==> src/adapter_cfg_pkg.sv <==
// Register map, field positions and reset values of the adapter config bank
package adapter_cfg_pkg;
    localparam logic [7:0] ADDR_CONNECTIVITY = 8'h68;
    localparam logic [7:0] ADDR_TX_RX_CONFIG = 8'h70;
    localparam logic [7:0] ADDR_GP_PORT = 8'h78;
    localparam logic [7:0] ADDR_STATUS = 8'h7c;
    localparam logic [31:0] RESET_CONNECTIVITY = 32'hffff0000;
    localparam logic [31:0] RESET_TX_RX_CONFIG = 32'h00000000;
    localparam logic [31:0] RESET_GP_PORT = 32'h00000000;
    localparam int POS_ADAPTER_RESET_N = 0;
    localparam int POS_IFACE_SELECT = 3;
    localparam int POS_COAX_SELECT = 3;
    localparam int POS_ADV_FOUR_PAIR_100 = 18;
    localparam int POS_ADV_TWO_PAIR_100_FULL = 17;
    localparam int POS_ADV_TWO_PAIR_100_HALF = 16;
    localparam int POS_PORT_AUTOSENSE_EN = 15;
    localparam int POS_AUTONEG_EN = 7;
    localparam int POS_ADV_TWISTED_10_HALF = 6;
    localparam int LCW_FOUR_PAIR_100 = 9;
    localparam int LCW_TWO_PAIR_100_FULL = 8;
    localparam int LCW_TWO_PAIR_100_HALF = 7;
    localparam int LCW_TWISTED_10_HALF = 5;
    localparam logic [4:0] LCW_SELECTOR = 5'h01;
    localparam int LCW_WIDTH = 16;
endpackage

==> src/cfg_reg.sv <==
// One software register with reset value and byte-lane writes
module cfg_reg
    import adapter_cfg_pkg::*;
#(
    parameter logic [31:0] RESET_VALUE = 32'h00000000
) (
    input wire logic clk_i,
    input wire logic rst_i,
    input wire logic write_i,
    input wire logic [3:0] sel_i,
    input wire logic [31:0] data_i,
    output logic [31:0] value_o
);
    typedef struct packed {
        logic [31:0] value;
    } reg_state_t;
    reg_state_t state;
    reg_state_t next_state;

    always_comb begin
        next_state = state;
        for (int i = 0; i < 4; i++) begin
            if (write_i && sel_i[i]) begin
                next_state.value[i*8 +: 8] = data_i[i*8 +: 8];
            end
        end
    end

    always_ff @(posedge clk_i) begin
        if (rst_i) begin
            state.value <= RESET_VALUE;
        end else begin
            state <= next_state;
        end
    end

    assign value_o = state.value;
endmodule

==> src/lcw_assembler.sv <==
// Builds the transmitted link code word from the advertisement bits
module lcw_assembler
    import adapter_cfg_pkg::*;
(
    input wire logic clk_i,
    input wire logic rst_i,
    input wire logic load_i,
    input wire logic [31:0] config_i,
    output logic [LCW_WIDTH-1:0] word_o
);
    typedef struct packed {
        logic [LCW_WIDTH-1:0] word;
    } lcw_state_t;
    lcw_state_t state;
    lcw_state_t next_state;

    always_comb begin
        next_state = state;
        if (load_i) begin
            next_state.word = '0;
            next_state.word[4:0] = LCW_SELECTOR;
            next_state.word[LCW_FOUR_PAIR_100] = config_i[POS_ADV_FOUR_PAIR_100];
            next_state.word[LCW_TWO_PAIR_100_FULL] = config_i[POS_ADV_TWO_PAIR_100_FULL];
            next_state.word[LCW_TWO_PAIR_100_HALF] = config_i[POS_ADV_TWO_PAIR_100_HALF];
            next_state.word[LCW_TWISTED_10_HALF] = config_i[POS_ADV_TWISTED_10_HALF];
        end
    end

    always_ff @(posedge clk_i) begin
        if (rst_i) begin
            state.word <= '0;
        end else begin
            state <= next_state;
        end
    end

    assign word_o = state.word;
endmodule

==> src/serial_port_media_config.sv <==
// Wishbone register bank steering the serial interface adapter media setup
module serial_port_media_config
    import adapter_cfg_pkg::*;
(
    input wire logic clk_i,
    input wire logic rst_i,
    input wire logic wb_cyc_i,
    input wire logic wb_stb_i,
    input wire logic wb_we_i,
    input wire logic [7:0] wb_adr_i,
    input wire logic [3:0] wb_sel_i,
    input wire logic [31:0] wb_dat_i,
    output logic [31:0] wb_dat_o,
    output logic wb_ack_o,
    output logic wb_err_o,
    input wire logic lcw_load_i,
    output logic [LCW_WIDTH-1:0] lcw_word_o,
    output logic lcw_valid_o,
    output logic adapter_reset_n_o,
    output logic aui_select_o,
    output logic thin_coax_select_o,
    output logic monitor_twisted_o,
    output logic monitor_aui_o,
    output logic autoneg_active_o
);
    typedef struct packed {
        logic ack;
        logic err;
        logic [31:0] rdata;
        logic lcw_valid;
    } bus_state_t;
    bus_state_t state;
    bus_state_t next_state;

    logic [31:0] connectivity;
    logic [31:0] tx_rx_config;
    logic [31:0] gp_port;
    logic req;
    logic write_conn;
    logic write_txrx;
    logic write_gp;
    logic hit;
    logic autoneg_run;
    logic [LCW_WIDTH-1:0] word;
    logic [31:0] status_word;

    // New request only while no answer is standing
    assign req = wb_cyc_i && wb_stb_i && !state.ack && !state.err;
    assign hit = (wb_adr_i == ADDR_CONNECTIVITY) || (wb_adr_i == ADDR_TX_RX_CONFIG)
        || (wb_adr_i == ADDR_GP_PORT) || (wb_adr_i == ADDR_STATUS);
    assign write_conn = req && wb_we_i && (wb_adr_i == ADDR_CONNECTIVITY);
    assign write_txrx = req && wb_we_i && (wb_adr_i == ADDR_TX_RX_CONFIG);
    assign write_gp = req && wb_we_i && (wb_adr_i == ADDR_GP_PORT);

    cfg_reg #(
        .RESET_VALUE(RESET_CONNECTIVITY)
    ) u_connectivity (
        .clk_i(clk_i),
        .rst_i(rst_i),
        .write_i(write_conn),
        .sel_i(wb_sel_i),
        .data_i(wb_dat_i),
        .value_o(connectivity)
    );

    cfg_reg #(
        .RESET_VALUE(RESET_TX_RX_CONFIG)
    ) u_tx_rx_config (
        .clk_i(clk_i),
        .rst_i(rst_i),
        .write_i(write_txrx),
        .sel_i(wb_sel_i),
        .data_i(wb_dat_i),
        .value_o(tx_rx_config)
    );

    cfg_reg #(
        .RESET_VALUE(RESET_GP_PORT)
    ) u_gp_port (
        .clk_i(clk_i),
        .rst_i(rst_i),
        .write_i(write_gp),
        .sel_i(wb_sel_i),
        .data_i(wb_dat_i),
        .value_o(gp_port)
    );

    assign adapter_reset_n_o = connectivity[POS_ADAPTER_RESET_N];
    assign aui_select_o = connectivity[POS_IFACE_SELECT];
    assign thin_coax_select_o = gp_port[POS_COAX_SELECT];
    assign monitor_twisted_o = adapter_reset_n_o
        && (tx_rx_config[POS_PORT_AUTOSENSE_EN] || !aui_select_o);
    assign monitor_aui_o = adapter_reset_n_o
        && (tx_rx_config[POS_PORT_AUTOSENSE_EN] || aui_select_o);
    assign autoneg_run = adapter_reset_n_o && tx_rx_config[POS_AUTONEG_EN] && !aui_select_o;
    assign autoneg_active_o = autoneg_run;

    // Adapter reset also clears the word builder
    // load gated by autoneg_run: autoneg enable set, adapter out of reset and AUI not selected
    lcw_assembler u_lcw (
        .clk_i(clk_i),
        .rst_i(rst_i || !adapter_reset_n_o),
        .load_i(lcw_load_i && autoneg_run),
        .config_i(tx_rx_config),
        .word_o(word)
    );
    assign lcw_word_o = word;

    assign status_word = {26'h0000000, autoneg_run, monitor_aui_o, monitor_twisted_o,
        thin_coax_select_o, aui_select_o, adapter_reset_n_o};

    always_comb begin
        next_state = state;
        next_state.ack = 1'b0;
        next_state.err = 1'b0;
        // Valid drops with reset or autoneg leaving
        if (!autoneg_run) begin
            next_state.lcw_valid = 1'b0;
        end else if (lcw_load_i) begin
            next_state.lcw_valid = 1'b1;
        end
        if (req) begin
            next_state.ack = hit;
            next_state.err = !hit;
            next_state.rdata = 32'h00000000;
            if (!wb_we_i) begin
                unique case (wb_adr_i)
                    ADDR_CONNECTIVITY: next_state.rdata = connectivity;
                    ADDR_TX_RX_CONFIG: next_state.rdata = tx_rx_config;
                    ADDR_GP_PORT: next_state.rdata = gp_port;
                    ADDR_STATUS: next_state.rdata = status_word;
                    default: next_state.rdata = 32'h00000000;
                endcase
            end
        end
    end

    always_ff @(posedge clk_i) begin
        if (rst_i) begin
            state <= '0;
        end else begin
            state <= next_state;
        end
    end

    assign wb_ack_o = state.ack;
    assign wb_err_o = state.err;
    assign wb_dat_o = state.rdata;
    assign lcw_valid_o = state.lcw_valid;
endmodule

==> config.mk <==
export PLATFORM = sky130hd
export DESIGN_NAME = serial_port_media_config
export DESIGN_NICKNAME = d
export VERILOG_FILES = /design/src/adapter_cfg_pkg.sv /design/src/cfg_reg.sv /design/src/lcw_assembler.sv /design/src/serial_port_media_config.sv
export SDC_FILE = /design/constraint.sdc
export NUM_CORES = 1
export LEC_CHECK = 0
export BUFFER_PORTS_ARGS = -buffer_cell sky130_fd_sc_hd__buf_2
export CAP_MARGIN = 10
export CORE_MARGIN = 2
export CORE_UTILIZATION = 55
export DETAILED_ROUTE_END_ITERATION = 16
export HOLD_SLACK_MARGIN = 0.05
export PLACE_DENSITY = 0.78
export SLEW_MARGIN = 25
export SYNTH_ARGS = -nofsm -noshare
export SYNTH_HDL_FRONTEND = slang
export SYNTH_HIERARCHICAL = 1
export SYNTH_SLANG_ARGS = --single-unit
==> constraint.sdc <==
create_clock -name clk_i -period 5.55 [get_ports clk_i]
set_clock_uncertainty 0.15 [all_clocks]
set_input_delay 0.555 -clock clk_i [delete_from_list [all_inputs] [get_ports clk_i]]
set_output_delay 0.555 -clock clk_i [all_outputs]
set_load 0.05 [all_outputs]
==> results.md <==
* Post-route antenna net violation count at 0
* Time the worst path needs with I/O delays and setup at 2.83 ns
* Diodes inserted at 0
* Die height at 115 um
* Full die area at 0.0133 mm2
* Depth of the worst register-to-register path at 8
* Total congestion overflow after global routing at 0
* Worst VDD drop at around 180 uV
* Netlist area before placement at around 0.0068 mm2
* DRT Wirelength at ~17 mm
* Initial DRC count at around 570
* Highest fanout seen on the critical path at 58
* Proportion of register bits with asynchronous set or reset after synthesis at 0%
* Setup violators final at 0
* Clock root buffer: clkbuf_16
* Core footprint at 0.0120 mm2
* Fraction of post-synthesis cell area in the top cell type by area at between 40 and 50%
* Number of register bits inferred by synthesis at roughly 140
* Clock transition at the registers of the reported paths at 0.06 ns
* DRC errors left at 0
* Static leakage at approximately 3 nW
* Fraction of the cycle the final worst path needs at around 51%
* Highest clock frequency the design can meet at between 300 and 400 MHz
* Outcome: finished clean
* Synth Instances at 706
* Number of enable-type register cells in the synthesized netlist at 0
* First-pass detailed-route iteration total at 7
* Worst Tran Pin Value at between 0.8 and 0.9 ns
* Routed vias at 5664
* Biggest area contributors in the synthesized netlist: dfxtp_1 40%, a21bo_1 7.7%, nand3_1 6.0%, mux2i_1 5.2%, a21oi_1 5.0%
* Layout cells sized above 1 at between 20 and 30%
* Average detailed-routed wire length per instance at roughly 19 um
* Vias in the first global route at between 5000 and 6000
* Number of vias per cell at 6.18
* Hold path depth at 3
* Seq/Total Area, Yosys at between 40 and 50%
* TritonCTS Buffers at 17
* Tot GR Track Use at between 20% and 30%
* Utilization of the core after routing at around 64%
* Min-delay worst type: in2reg
* RSZ-0062 raised after global routing: false
* Number of buffers added on ports at 95
* Max-slew headroom at the worst pin at a little under half
* Starting utilization of the core area at a little under three fifths
* Worst Path Required at around 5.7 ns
* NumNets Final at around 810
* Crit path largest cell delay at 0.36 ns
* Final weighted congestion in routability-driven placement at ~0.79
* Dominant cell type by area after synthesis: dfxtp_1
* Most frequently used flop master after synthesis: dfxtp_1
* Pins over their slew limit at 0
* Max stage delay cell, worst path: a211o_1
* Buffer count from post-CTS setup fixing at 0
* Kind of launch point of the worst setup path: flip-flop
* Horizontal die dimension at 115 um
* Wire length of the first global-routing pass at between 20 and 30 mm
* H-Tree Level Count at 4
* Startpoint-to-endpoint class of the critical path: reg2reg
* Post-CTS Hold Buffers at 0
* Worst setup EP type: flip-flop
* Fin Hold WS at 0.258 ns
* Critical path data arrival time at 2.99 ns
* Synthesis warning total at 6
* Sinks on the clock net at ~140
* Mapped Avg Cell Area at about 9.6 um2
* Final hold violation count at 0
* Power per standard cell area at 323 mW/mm2
* Post-cts repair resize count at 0
* Number of distinct library cell variants in the gate-level netlist after synthesis at 46
* Boundary Pins at 107
* Worst path cell trace: nand4bb_2 > buf_4 > nor2_1 > nand2_1 > nor3_2 > buf_4 > nand2_1 > a211o_1
* Number of rows in the core area at 40
* Area growth syn-to-layout at 13.4%
* Largest net degree at the start of global routing at 66
* Max-cap violations at 0
* Antenna violations before repair at 0
* Post-DP HPWL at 11.0 mm
* CTS tree: yes
* Final TNS setup at 0 ns
* Reg-to-reg setup timing slack at approximately 2.7 ns
* Deepest clock path buffer count at 2
* Clk_lat worst skew at around 0.42 ns
[layer usage]
| layer | GRT usage [%] | part of all wire [%] | wire length [um] | vias to the layer above |
|---|---|---|---|---|
| li1 | - | - | - | 2665 |
| met1 | 37.3 | 45 | 7820 | 2744 |
| met2 | 40.6 | 46 | 8050 | 229 |
| met3 | 6.38 | 7.1 | 1240 | 26 |
| met4 | 10.4 | 2.2 | 385 | 0 |
| met5 | 0 | 0 | 0 | - |
[area by class of cell]
| cell class | count | area, um2 |
|---|---|---|
| clock inverter | 12 | 268 |
| clock buffer | 20 | 457 |
| tap | 147 | 184 |
| sequential | 136 | 2720 |
| multi-input combinational | 488 | 3490 |
| fill | 962 | 4310 |
| timing repair buffer | 105 | 553 |
| inverter | 8 | 30.0 |
[per-stage QoR]
stage | std cells | power, mW | worst slack, ns | cell area [um2]
6_report | 916 | 2.48 | 2.72 | 7700
5_1_grt | 916 | 2.55 | 2.53 | 7700
4_1_cts | 916 | 2.49 | 2.79 | 7690
3_5_place_dp | 884 | 1.12 | 2.58 | 6970
3_3_place_gp | 884 | 1.12 | 2.72 | 6970
2_1_floorplan | 716 | 1.10 | 2.90 | 6830
[worst max-delay path: cells and delay by family (launching register included)]
| family | cells | cell delay [ns] |
|---|---|---|
| and+or+nand+nor | 5 | 1.21 |
| AOI/OAI and AO/OA | 1 | 0.36 |
| DFF | 1 | 0.32 |
| buffers and inverters | 2 | 0.65 |
[registers in the layout, indices dropped and copies added (netlist names)]
signal and count:
lcw_valid_o 1, u_connectivity/value_o 32, u_gp_port/value_o 32, u_lcw/word_o 5
u_tx_rx_config/value_o 32, wb_ack_o 1, wb_dat_o 32, wb_err_o 1
[path summary, 6_finish.rpt]
kind                      from                          to
setup reg to reg      wb_err_o  u_connectivity/value_o[31]
hold / removal    wb_dat_i[24]  u_tx_rx_config/value_o[24]
setup / recovery      wb_err_o  u_connectivity/value_o[31]
hold reg to reg    wb_dat_o[0]                 wb_dat_o[0]
[synthesized netlist by cell type, types with 23 or more instances]
cell      count
buf_6        27
a21bo_2      28
a221oi_1     27
nor2_1       28
a211oi_2     23
nand3_1      81
a21bo_1      52
dfxtp_1     136
mux2i_1      35
nand2_1      41
a21oi_1      68
[power by group]
part | leakage (nW) | switching, mW | internal (mW)
clock | 0.355 | 0.423 | 0.958
sequential | 1.10 | 0.000280 | 0.977
combinational | 1.48 | 0.0986 | 0.0281
total | 2.93 | 0.522 | 1.96
[cell usage in the layout, fill, tap and decap left out, drive strengths merged, types with 2 or more instances in the layout]
cell type and n:
a21bo 80, nand3 81, nor3 3, nand2 42, nand2b 2, bufinv 8, dfxtp 136, o32ai 5
conb 11, a22oi 5, mux2i 35, buf 105, nor4 3, nor2 39, and3 16, clkinv 3
inv 9, a221oi 27, a211o 16, clkbuf 20, a21oi 80, o21a 2, a211oi 26, and4b 2
[kinds of logic after synthesis]
kind of cell | Yosys count | share of synthesized area [%]
flops | 136 | 40.1
buf+inv | 92 | 9.51
compound gates | 243 | 30.1
xor+xnor | 1 | 0.129
mux | 35 | 5.16
fa+ha+maj | 1 | 0.147
other cells | 1 | 0.0552
simple gates | 197 | 14.8
Note: power is estimated with default switching activity, not from simulation.
